**src/logic/irq_pkg.sv**
```systemverilog
`default_nettype none
package irq_pkg;

  // ****************************************
  // register map (byte offsets)
  // ****************************************
  localparam logic [9:0] CFG_OFS = 10'h054;
  localparam logic [9:0] STS_OFS = 10'h058;
  localparam logic [9:0] EN_OFS = 10'h05c;

  // ****************************************
  // event bit positions, shared by status and enable
  // ****************************************
  localparam int BIT_SW = 31;
  localparam int BIT_READY = 30;
  localparam int BIT_FABRIC = 28;
  localparam int BIT_PORT2 = 27;
  localparam int BIT_PORT1 = 26;
  localparam int BIT_TIMER = 19;
  localparam int BIT_PIN = 12;
  localparam logic [31:0] EVT_MASK = 32'hdc08_1000;
  localparam logic [31:0] W1C_MASK = 32'hc008_0000;
  localparam logic [31:0] STS_RESET = 32'h0000_0000;
  localparam logic [31:0] EN_RESET = 32'h0000_0000;

  // ****************************************
  // configuration register fields
  // ****************************************
  localparam int CFG_QUIET_LSB = 24;
  localparam int CFG_QUIET_W = 8;
  localparam int CFG_CLR = 14;
  localparam int CFG_QSTS = 13;
  localparam int CFG_MASTER = 12;
  localparam int CFG_GATE = 8;
  localparam int CFG_POL = 4;
  localparam int CFG_TYPE = 0;
  localparam logic [7:0] QUIET_RESET = 8'h00;

  // ****************************************
  // timing
  // ****************************************
  localparam int CLK_PERIOD_NS = 8;
  localparam int QUIET_UNIT_NS = 10000;
  localparam int QUIET_UNIT_CYC = (QUIET_UNIT_NS + CLK_PERIOD_NS - 1) / CLK_PERIOD_NS;
  localparam int PRESC_W = 11;

  // ****************************************
  // carriers
  // ****************************************
  typedef struct packed {
    logic wr;
    logic rd;
    logic [9:0] addr;
    logic [31:0] wdata;
  } reg_req_s;

  typedef struct packed {
    logic fabric;
    logic port2;
    logic port1;
    logic pin;
    logic timer_wrap;
  } src_s;

endpackage : irq_pkg
`default_nettype wire

```
**src/logic/quiet_timer.sv**
```systemverilog
`timescale 1ns/100ps
`default_nettype none
module quiet_timer
  import irq_pkg::*;
(
  // clock and reset
  input wire logic clk_sys,
  input wire logic rst,
  // control
  input wire logic start,
  input wire logic restart,
  input wire logic [7:0] interval,
  // status
  output logic active
);

  typedef struct packed {
    logic [PRESC_W-1:0] presc;
    logic [7:0] units;
    logic active;
  } qstate_s;

  qstate_s st;
  qstate_s nx;

  localparam logic [PRESC_W-1:0] PRESC_LAST = PRESC_W'(QUIET_UNIT_CYC - 1);

  always_comb begin
    nx = st;
    // [RQ16] zero interval cancels
    if (interval == 8'h00) begin
      nx = '0;
    end else if (start || restart) begin
      nx = '0;
      nx.active = 1'b1;
    end else if (st.active) begin
      if (st.presc == PRESC_LAST) begin
        nx.presc = '0;
        nx.units = st.units + 8'h01;
        if (st.units + 8'h01 == interval) begin
          nx.active = 1'b0;
        end
      end else begin
        nx.presc = st.presc + PRESC_W'(1);
      end
    end
  end

  always_ff @(posedge clk_sys) begin
    if (rst) begin
      st <= '0;
    end else begin
      st <= nx;
    end
  end

  assign active = st.active;
endmodule : quiet_timer
`default_nettype wire

```
**src/logic/irq_ctrl.sv**
```systemverilog
// How it works
// [RQ1] push-pull polarity bit picks active level
// [RQ2] open-drain always pulls low, ignores polarity
// [RQ3] type bit: zero open-drain, one push-pull
// [RQ4] polarity and type survive soft reset
// [RQ5] status bits set regardless of enables
// [RQ6] writing one clears sticky bits; zero ignored
// [RQ7] software event set by raising trigger enable
// [RQ8] ready bit sets after any reset
// [RQ9] fabric bit mirrors fabric pending input
// [RQ10] two transceiver bits mirror their inputs
// [RQ11] timer wrap sets sticky timer bit
// [RQ12] pin event bit mirrors pin input
// [RQ13] gate bit clear holds pin deasserted
// [RQ14] master bit is OR of enabled status
// [RQ15] enable register shares status bit layout
// [RQ16] quiet interval in ten microsecond units
// [RQ17] reserved bits read zero, ignore writes
`timescale 1ns/100ps
`default_nettype none
module irq_ctrl
  import irq_pkg::*;
(
  // clock and resets
  input wire logic clk_sys,
  input wire logic sys_rst,
  input wire logic soft_rst,
  // register port
  input wire reg_req_s bus,
  output logic [31:0] rd_data,
  // event sources
  input wire src_s src,
  // request pin
  output logic irq_out,
  output logic irq_oe
);

  // ****************************************
  // state
  // ****************************************
  typedef struct packed {
    logic [7:0] quiet;
    logic deas_clr;
    logic gate;
    logic pol;
    logic drv_type;
    logic [31:0] sts;
    logic [31:0] en;
    logic ready_pend;
    logic pin_req;
    logic irq_out;
    logic irq_oe;
    logic [31:0] rdata;
  } state_s;

  state_s st;
  state_s nx;
  logic quiet_active;
  logic irq_int;
  logic pin_req;

  // [RQ14] enabled status combined
  assign irq_int = |(st.sts & st.en);
  // [RQ13] gate holds pin off
  assign pin_req = irq_int && st.gate && !quiet_active;

  function automatic logic [31:0] read_word(input logic [9:0] addr, input state_s s, input logic qa,
                                            input logic mi);
    logic [31:0] w;
    w = 32'h0000_0000;
    case (addr)
      CFG_OFS: begin
        w[CFG_QUIET_LSB +: CFG_QUIET_W] = s.quiet;
        w[CFG_QSTS] = qa;
        w[CFG_MASTER] = mi;
        w[CFG_GATE] = s.gate;
        w[CFG_POL] = s.pol;
        w[CFG_TYPE] = s.drv_type;
      end
      STS_OFS: w = s.sts & EVT_MASK;
      EN_OFS: w = s.en & EVT_MASK;
      default: w = 32'h0000_0000;
    endcase
    return w;
  endfunction : read_word

  // ****************************************
  // next state
  // ****************************************
  always_comb begin
    nx = st;
    nx.deas_clr = 1'b0;
    nx.ready_pend = 1'b0;
    nx.pin_req = pin_req;
    if (bus.wr) begin
      case (bus.addr)
        CFG_OFS: begin
          // [RQ17] only defined fields stored
          nx.quiet = bus.wdata[CFG_QUIET_LSB +: CFG_QUIET_W];
          nx.deas_clr = bus.wdata[CFG_CLR];
          nx.gate = bus.wdata[CFG_GATE];
          nx.pol = bus.wdata[CFG_POL];
          nx.drv_type = bus.wdata[CFG_TYPE];
        end
        STS_OFS: begin
          // [RQ6] write one clears
          nx.sts = st.sts & ~(bus.wdata & W1C_MASK);
        end
        EN_OFS: begin
          // [RQ15] same layout as status
          nx.en = bus.wdata & EVT_MASK;
          // [RQ7] trigger raise sets event
          if (bus.wdata[BIT_SW] && !st.en[BIT_SW]) begin
            nx.sts[BIT_SW] = 1'b1;
          end
        end
        default: ;
      endcase
    end
    // sets come after write-one clears so an event coincident with such a clear is never lost; soft reset is applied last and drops it
    // [RQ5] sets ignore enables
    // [RQ8] ready after reset
    if (st.ready_pend) begin
      nx.sts[BIT_READY] = 1'b1;
    end
    // [RQ11] timer wrap sticky
    if (src.timer_wrap) begin
      nx.sts[BIT_TIMER] = 1'b1;
    end
    // [RQ9] fabric mirror
    nx.sts[BIT_FABRIC] = src.fabric;
    // [RQ10] transceiver mirrors
    nx.sts[BIT_PORT2] = src.port2;
    nx.sts[BIT_PORT1] = src.port1;
    // [RQ12] pin event mirror
    nx.sts[BIT_PIN] = src.pin;
    if (bus.rd) begin
      nx.rdata = read_word(bus.addr, st, quiet_active, irq_int);
    end
    // ****************************************
    // pin driver
    // ****************************************
    // [RQ3] type bit picks driver
    if (st.drv_type) begin
      // [RQ1] push-pull polarity
      nx.irq_oe = 1'b1;
      nx.irq_out = st.pol ? pin_req : !pin_req;
    end else begin
      // [RQ2] open-drain pulls low only
      nx.irq_oe = pin_req;
      nx.irq_out = 1'b0;
    end
    if (soft_rst) begin
      // [RQ4] pin setup kept
      nx.quiet = QUIET_RESET;
      nx.deas_clr = 1'b0;
      nx.gate = 1'b0;
      nx.sts = STS_RESET;
      nx.en = EN_RESET;
      nx.ready_pend = 1'b1;
      nx.pin_req = 1'b0;
      nx.pol = st.pol;
      nx.drv_type = st.drv_type;
    end
  end

  always_ff @(posedge clk_sys) begin
    if (sys_rst) begin
      st <= '0;
      st.ready_pend <= 1'b1;
    end else begin
      st <= nx;
    end
  end

  // ****************************************
  // quiet interval timer
  // ****************************************
  // [RQ16] starts on request release
  quiet_timer u_quiet (
    .clk_sys(clk_sys),
    .rst(sys_rst || soft_rst),
    .start(st.pin_req && !pin_req),
    .restart(st.deas_clr),
    .interval(st.quiet),
    .active(quiet_active)
  );

  assign rd_data = st.rdata;
  assign irq_out = st.irq_out;
  assign irq_oe = st.irq_oe;
endmodule : irq_ctrl
`default_nettype wire

```
**config.mk**
```make
export PLATFORM = sky130hd
export DESIGN_NAME = irq_ctrl
export DESIGN_NICKNAME = d
export VERILOG_FILES = /design/src/logic/irq_pkg.sv /design/src/logic/quiet_timer.sv /design/src/logic/irq_ctrl.sv
export SDC_FILE = /design/constraint.sdc
export NUM_CORES = 1
export LEC_CHECK = 0
export ABC_AREA = 0
export BUFFER_PORTS_ARGS = -buffer_cell sky130_fd_sc_hd__buf_2
export CAP_MARGIN = 25
export CORE_MARGIN = 5
export CORE_UTILIZATION = 30
export DETAILED_ROUTE_END_ITERATION = 8
export HOLD_SLACK_MARGIN = 0.1
export SYNTH_ARGS = -nofsm -noshare
export SYNTH_HDL_FRONTEND = slang
export SYNTH_SLANG_ARGS = --single-unit
```
**constraint.sdc**
```tcl
create_clock -name clk_sys -period 2.7 [get_ports clk_sys]
set_input_delay 0.405 -clock clk_sys [delete_from_list [all_inputs] [get_ports clk_sys]]
set_output_delay 0.405 -clock clk_sys [all_outputs]
set_load 0.03 [all_outputs]
```
**Word level (Yosys, flattened, before mapping)**

Cells that the tools add are included.

- Output and inout bits: 34
- Register bits: 98
- Logic and storage cells: 84
- Input port bits: 52

- Equal/unequal tests: 6
- Muxes and demuxes: 21
- Reduce and logical (&&, ||, !) cells: 29
- $add $sub $neg: 2
- Bitwise gates (word level): 7

Operator list:

| cell | count |
|---|---|
| bitwise AND 32 bit | 2 |
| 2-to-1 mux 63 bit | 1 |
| 2-to-1 mux 32 bit | 1 |
| NOT 32 bit | 1 |
| OR reduction 32 bit | 1 |
| 2-to-1 mux 31 bit | 1 |
| equality test 10 x 7 -> 1 bit, second input constant | 3 |
| one-hot mux 8 bit (3 select lines) | 1 |
| 2-to-1 mux 1 bit | 12 |
| one-hot mux 6 bit (2 select lines) | 1 |
| AND reduction 2 bit | 6 |
| adder 11 x 1 -> 11 bit, second input constant | 1 |
| equality test 11 bit, second input constant | 1 |
| 2-to-1 mux 11 bit | 1 |
| nonzero test 2 bit | 5 |
| adder 8 x 1 -> 8 bit, second input constant | 1 |
| equality test 8 bit | 1 |
| zero test 8 bit | 1 |
| one-hot mux 2 bit (3 select lines) | 1 |
| AND reduction 3 bit | 2 |
| OR reduction 2 bit | 3 |
| logical AND 1 bit | 4 |
| NOT 1 bit | 4 |
| OR reduction 4 bit | 1 |
| other kinds (6) | 9 |

**Longest topological paths before layout**

Gate-level depths: netlist of the first run.

- Depth after elaboration: 8
- Depth in mapped cells: 8
- Depth with buffers taken out: 7

**Cells and area by module**

A second synthesis of the first run with hierarchy kept.

- Cell total of the unflattened synthesis: 351
- Area total of the unflattened synthesis: 3225.6 µm²

By module, submodules not included:

| module | area an instance (µm²) | cells each | seq. area each (µm²) | instances |
|---|---|---|---|---|
| irq_ctrl | 2082.0 | 223 | 880.8 | 1 |
| quiet_timer | 1143.6 | 128 | 400.4 | 1 |

**Least setup slack after synthesis of the first run**

Ideal clock, no wire load.

- Path type: reg-to-reg
- From: register u_quiet.st[13] (netlist bit)
- To: register u_quiet.st[8] (netlist bit)
- Clock period less this slack: 2.001 ns
- Required time: 2.629 ns
- Path buffers: 1
- Cell stages (with the launch flop): 6
- Slack: 0.699 ns
- Library setup time: 0.071 ns
- Arrival time: 1.931 ns
- Cells stage by stage: dfxtp_1 or4b_4 or4_4 buf_6 or3_1 a21oi_1

- Word-level cells in the longest chain between the ends: 2

Ends and longest elaborated chain:

| item | line | text |
|---|---|---|
| from (decl) | quiet_timer.sv:23 | `qstate_s st;` |
| from (signal assigned) | quiet_timer.sv:53 | `st <= nx;` |
| equality test 11 bit | quiet_timer.sv:37 | `if (st.presc == PRESC_LAST) begin` |
| AND reduction 2 bit (no line) | -- |  |

Every way passes these cells.
A chain may end at the register's enable or synchronous reset.

**Worst setup path in the final report of the first run**

- From: register st[67] (netlist bit)
- To: register u_quiet.st[19] (netlist bit)

- Word-level cells in the longest chain between the ends: 8

Ends and longest elaborated chain:

| item | line | text |
|---|---|---|
| from (decl) | irq_ctrl.sv:56 | `state_s st;` |
| from (signal assigned) | irq_ctrl.sv:172 | `st <= nx;` |
| bitwise AND 32 bit | irq_ctrl.sv:63 | `assign irq_int = \|(st.sts & st.en);` |
| OR reduction 32 bit | irq_ctrl.sv:63 |  |
| logical AND 1 bit (2 in a row) | irq_ctrl.sv:65 | `assign pin_req = irq_int && st.gate && !quiet_active;` |
| zero test 1 bit | irq_ctrl.sv:183 | `.start(st.pin_req && !pin_req),` |
| logical AND 1 bit | irq_ctrl.sv:183 |  |
| logical OR 1 bit | quiet_timer.sv:33 | `end else if (start \|\| restart) begin` |
| OR reduction 3 bit (no line) | -- |  |

Every way passes these cells.

==> impl_metrics.json, run 1 <==
{
  "placement.setup.worst_slack_ps": 519,
  "vdd.ir_drop.worst_mv": 0.228,
  "post_synth_top_flop": "sky130_fd_sc_hd__dfxtp_1",
  "final_hold_viol_count": 0,
  "viasPerCell": 4.75,
  "route.vias.total": 2496,
  "final-instance-count-excl-fill": 525,
  "route.layer.met1.wl_mm": 3.10,
  "rsz0062_at_grt": "no",
  "timing.final.max_slew_violations": 0,
  "end_kind": "flip-flop",
  "highest_layer": "met5",
  "synthDistinctLibCells": 46,
  "ant_nets": 0,
  "start_util_pct": 30.2,
  "final-setup-viol-count": 0,
  "share_comb_of_total_power_pct": 5.1,
  "transition_time_of_the_tightest_slew_check_pin_ps": 918,
  "final_min_period_over_clock_period_pct": 82.4,
  "drtPass1Iterations": 5,
  "area_grow_syn2layout_pct": 13.4,
  "p_per_area_nw_per_um2": 541,
  "clk_transition_reported_paths_ps": 70,
  "finalNetCount": 440,
  "timing.hold.worst_path_depth": 2,
  "cts-root-buf": "sky130_fd_sc_hd__clkbuf_8",
  "crit_fanout": 13,
  "p_total_w": 0.00189,
  "cts_resized": 0,
  "proportion_of_total_power_due_to_net_switching_pct": 22.2,
  "routed-wl-met3_um": 482,
  "r2r-start": "st[67]",
  "number_of_h_tree_levels": 3,
  "final_layout_size_suffix_gt1_share_pct": 21.1,
  "switching_power_w": 0.000420,
  "gp_congestion": 0.834,
  "r2r.worst_path.cells": 6,
  "hold_class": "in2reg",
  "numPlacedInstances": 510,
  "setup.worst_path.start": "st[67]",
  "place.detailed.hpwl_mm": 5.26,
  "avgSynthCellArea_um2": 8.77,
  "clock_tree_skew_after_final_layout_ps": 8.65,
  "status": "finished, final reports clean",
  "total_routing_usage_gr_pct": 11.4,
  "grt_first_pass_wirelength_mm": 11.5,
  "synth_top_area_share_pct": 41.6,
  "fin_tns_setup_ps": 0,
  "final_period_minus_worst_setup_slack_ps": 2220,
  "worst_skew_pair.late_latency_ps": 330,
  "yosys_warnings": 0,
  "synth_top_cells_by_count": "sky130_fd_sc_hd__dfxtp_1, sky130_fd_sc_hd__nor2_1, sky130_fd_sc_hd__buf_4",
  "synth_enable_flop_cells": 0,
  "nFillCells": 1093,
  "first_global_vias": 2333,
  "power.internal_w": 0.00147,
  "yosys.cell_count.top_type": "sky130_fd_sc_hd__dfxtp_1",
  "worst_slack_ps": 475,
  "antenna_cells_inserted": 0,
  "io_pins": 86,
  "cts_made_buffers": 9,
  "cts_sinks": 64,
  "drt-initial-drc-count": 136,
  "chipHeight_um": 111,
  "share_seq_of_total_power_pct": 50.4,
  "synth_area_um2": 3080,
  "timing.critical_path.arrival_ps": 2490,
  "synth.yosys.seq_area_share_pct": 41.6,
  "fmax_ghz": 0.450,
  "power_frac_clock_pct": 44.6,
  "die_footprint_um2": 12400,
  "antenna_violations_before_repair": 3,
  "fp.dieW_um": 111,
  "clk_path_buf_depth": 2,
  "drv.max_cap_violation_count": 0,
  "detailroute.wirelength.met2_mm": 3.16,
  "postSynthRegisterBits": 64,
  "required_ps": 2970,
  "synth_area_leaders": "sky130_fd_sc_hd__dfxtp_1, sky130_fd_sc_hd__buf_4, sky130_fd_sc_hd__nor2_1, sky130_fd_sc_hd__mux2i_1, sky130_fd_sc_hd__xor2_1",
  "relSlewSlack_pct": 38.4,
  "placementRows": 37,
  "floorplan.core_area_um2": 10200,
  "io_buffer_count": 49,
  "cell_count_after_synthesis": 351,
  "stdcell_area_um2": 3490,
  "placement_cell_area_um2": 3290,
  "cts_hold_buffers": 0,
  "grt_overflow": 0,
  "largest_net_degree_at_the_start_of_global_routing": 20,
  "drc_errors": 0,
  "drt-wirelength-per-cell_um": 13.2,
  "synth_top_cell_by_area": "sky130_fd_sc_hd__dfxtp_1",
  "power.leakage_nw": 1.39,
  "share_of_async_settable_or_async_resettable_flops_after_synthesis_pct": 0,
  "routed_wl_mm": 6.92,
  "path_class": "reg2reg",
  "postCtsSetupBuffers": 0,
  "worst_setup_path_start_kind": "flip-flop",
  "hp-start": "src[3]",
  "cts_tree": "yes"
}
placed cells by master (no fill, tap or decap), drive strengths merged, types with 2 or more instances in the layout:
cell type / n
xnor2: 9
inv: 8
clkbuf: 12
or4b: 2
a21oi: 21
nand4: 6
and3: 4
mux2: 5
nor3: 5
ha: 3
nor4b: 2
a31oi: 2
nor3b: 5
clkinv: 2
nand2b: 2
nor2b: 3
and2: 5
buf: 54
nor2: 61
mux2i: 18
nand4b: 2
o21ai: 8
xor2: 14
conb: 18
nor4: 2
nand2: 12
a22oi: 14
dfxtp: 64
or3: 6
nand3: 8
kinds of logic after synthesis:
family	Yosys count	share of synthesized area, %
muxes	23	7.68
and+or+nand+nor	128	20.9
other	1	0.122
DFF	64	41.6
adders and majority gates	3	1.22
AOI/OAI and AO/OA	53	10.9
xor gates and xnor gates	23	6.54
buffers and inverters	56	11.0
registers in the layout (all words and copies together), names as in the netlist:
name,count
u_quiet.st,19
rd_data,14
irq_out,1
st,28
irq_oe,1
u_quiet.active,1
power groups by stage:
stage                     Clock (W)  Sequential, W  Combinational (W)
after global routing       0.000915       0.000951           0.000104
after detailed placement          0       0.000973          0.0000961
after CTS                  0.000867       0.000951          0.0000962
final                      0.000842       0.000952          0.0000961
after floorplan                   0       0.000972          0.0000803
after global placement            0       0.000973          0.0000959
per-stage QoR:
step	hold WS [ps]	util, %
floorplan	413	-
global placement	419	32.3
detailed placement	438	32.3
CTS	259	34.3
global route	263	34.3
finish	274	34.3
path summary, 6_finish.rpt:
check	end	slack (ps)
worst max-delay path	u_quiet.st[19]	480
worst min-delay path	st[95]	270
worst max register to register	u_quiet.st[19]	480
worst min register to register	st[98]	450
metal layers:
layer / vias up / global-route usage [%]
met5: - / 0
met4: 6 / 5.35
met3: 17 / 3.66
met2: 62 / 17.5
met1: 1186 / 14.5
li1: 1225 / -
critical path: stages, from the launching register on:
cell	delay [ps]
sky130_fd_sc_hd__dfxtp_1	380
sky130_fd_sc_hd__a222oi_1	130
sky130_fd_sc_hd__a311oi_1	810
sky130_fd_sc_hd__o211ai_1	150
sky130_fd_sc_hd__buf_4	220
sky130_fd_sc_hd__or2b_1	320
sky130_fd_sc_hd__nor2_1	140
cell type report:
cell class	count	area [um2]	share of cell area, %
flip-flops and latches	64	1280	36.7
repair buffers	54	283	8.10
well taps	136	170	4.87
clock inverters	3	40.0	1.15
inverters	8	30.0	0.860
clock buffers	12	165	4.73
multi-input cells	248	1520	43.6
(Power assumes the default switching activity.)
==> run 2: changes to the inputs <==
- clock period: 2.7 -> 2.2 ns (I/O delays scaled with it)
==> impl_metrics.json, run 2 (same netlist as run 1, synthesis figures left out) <==
{
  "final_hold_viol_count": 0,
  "final_min_period_over_clock_period_pct": 97.7,
  "status": "finished, final reports clean",
  "critical-path-top-delay-family": "simple AND/OR/NAND/NOR gates",
  "cts_hold_buffers": 0,
  "finalNetCount": 450,
  "timing.critical_path.arrival_ps": 2410,
  "cts_made_buffers": 9,
  "r2r-start": "u_quiet.st[13]",
  "final_period_minus_worst_setup_slack_ps": 2150,
  "crit_fanout": 7,
  "drt-initial-drc-count": 109,
  "hold_class": "in2reg",
  "r2r.worst_path.cells": 4,
  "timing.critical_path.cells": "or4b_4 > or4_4 > or3_2 > a21oi_1",
  "drc_errors": 0,
  "gp_congestion": 0.823,
  "floorplan.core_area_um2": 10200,
  "fp.dieW_um": 111,
  "fmax_ghz": 0.465,
  "layout_commonest_cell": "sky130_fd_sc_hd__dfxtp_1",
  "relSlewSlack_pct": 44.0,
  "final-setup-viol-count": 0,
  "setup.reg_to_reg.worst_slack_ps": 50,
  "clk_path_buf_depth": 2,
  "clock_tree_skew_after_final_layout_ps": 8.48,
  "routed_wl_mm": 7.14,
  "chipHeight_um": 111,
  "final-instance-count-excl-fill": 535,
  "drv.max_cap_violation_count": 0,
  "io_pins": 86,
  "place.detailed.hpwl_mm": 5.35,
  "end_kind": "flip-flop",
  "grt_overflow": 0,
  "start_util_pct": 30.2,
  "numPlacedInstances": 518,
  "r2r_end": "u_quiet.st[5]",
  "worst_setup_path_start_kind": "flip-flop",
  "io_buffer_count": 49,
  "number_of_h_tree_levels": 3,
  "layout_common_cells": "sky130_fd_sc_hd__dfxtp_1, sky130_fd_sc_hd__nor2_1, sky130_fd_sc_hd__buf_2",
  "vdd.ir_drop.worst_mv": 0.238,
  "drtPass1Iterations": 5,
  "power.leakage_nw": 1.45,
  "largest_net_degree_at_the_start_of_global_routing": 20,
  "drt-wirelength-per-cell_um": 13.3,
  "grt_first_pass_wirelength_mm": 11.2,
  "largest_reg_flops": 28,
  "hold_end": "st[94]",
  "cts_tree": "yes",
  "area_grow_syn2layout_pct": 16.4,
  "p_per_area_nw_per_um2": 672,
  "transition_time_of_the_tightest_slew_check_pin_ps": 834,
  "required_ps": 2460,
  "worstPathBufferInverterCount": 0,
  "antenna_violations_before_repair": 3,
  "cts-root-buf": "sky130_fd_sc_hd__clkbuf_8",
  "worst_skew_pair.late_latency_ps": 340,
  "regMostFlops": "st",
  "fin_tns_setup_ps": 0,
  "cp_slowest_stage_delay_ps": 580,
  "antenna_cells_inserted": 0,
  "first_global_vias": 2244,
  "placementRows": 37,
  "total_routing_usage_gr_pct": 11.2,
  "clk_transition_reported_paths_ps": 70,
  "viasPerCell": 4.67,
  "timing.final.max_slew_violations": 0,
  "hp-start": "src[2]",
  "timing.hold.worst_path_depth": 2,
  "final_layout_size_suffix_gt1_share_pct": 23.3,
  "die_footprint_um2": 12400,
  "path_class": "reg2reg",
  "slowest_stage_cell_cp": "sky130_fd_sc_hd__or4_4",
  "ant_nets": 0,
  "route.vias.total": 2497,
  "cts_sinks": 64
}
-- run 2: power breakdown --
group / switching (W) / internal, W / leakage [nW] / total, W
combinational: 0.0000842 / 0.0000346 / 0.817 / 0.000119
sequential: 0.00000389 / 0.00116 / 0.517 / 0.00117
clock: 0.000431 / 0.000692 / 0.112 / 0.00112
total: 0.000519 / 0.00189 / 1.45 / 0.00241
-- run 2: worst max-delay path by stage --
stage,start,endpoint,cells after the start
after floorplan,u_quiet.st[13],u_quiet.st[8],5
after global placement,u_quiet.st[13],u_quiet.st[4],4
after detailed placement,u_quiet.st[13],u_quiet.st[5],4
after CTS,u_quiet.st[13],u_quiet.st[5],4
after global routing,u_quiet.st[13],u_quiet.st[4],4
final,u_quiet.st[13],u_quiet.st[5],4
-- run 2: layer usage --
metal,GRT usage [%],share of wire [%],vias up
met5,0,0.43,-
met1,14.6,47,1173
met2,16.9,46,50
li1,-,-,1252
met3,3.44,5.2,16
met4,5.60,1.8,6
-- run 2: cell type report --
type | instances | area [um2]
clock inverter | 3 | 65.1
timing repair buffer | 64 | 355
tap | 136 | 170
sequential | 64 | 1280
fill | 1060 | 6600
inverter | 8 | 30.0
multi-input combinational | 248 | 1530
clock buffer | 12 | 155
-- run 2: through the flow --
stage / setup slack, ps / area, um2 / hold WS, ps / power (W) / util (%)
floorplan: 199 / 3140 / 413 / 0.00129 / -
global placement: 95.1 / 3350 / 419 / 0.00131 / 32.9
detailed placement: 85.3 / 3350 / 465 / 0.00131 / 32.9
CTS: 36.3 / 3570 / 182 / 0.00243 / 35.0
global route: -0.794 / 3580 / 187 / 0.00250 / 35.2
finish: 51.0 / 3580 / 194 / 0.00241 / 35.2
-- run 2: what timing repair did --
item                                   CTS  global route
setup buffers                            0             2
resized for setup                        0             2
setup endpoints to repair                0             3
endpoints found under the hold margin    0             0
-- run 2: worst register-to-register path, cell delays in order, from the launching register on --
cell                      delay [ps]
sky130_fd_sc_hd__dfxtp_1         330
sky130_fd_sc_hd__or4b_4          540
sky130_fd_sc_hd__or4_4           580
sky130_fd_sc_hd__or3_2           460
sky130_fd_sc_hd__a21oi_1         150
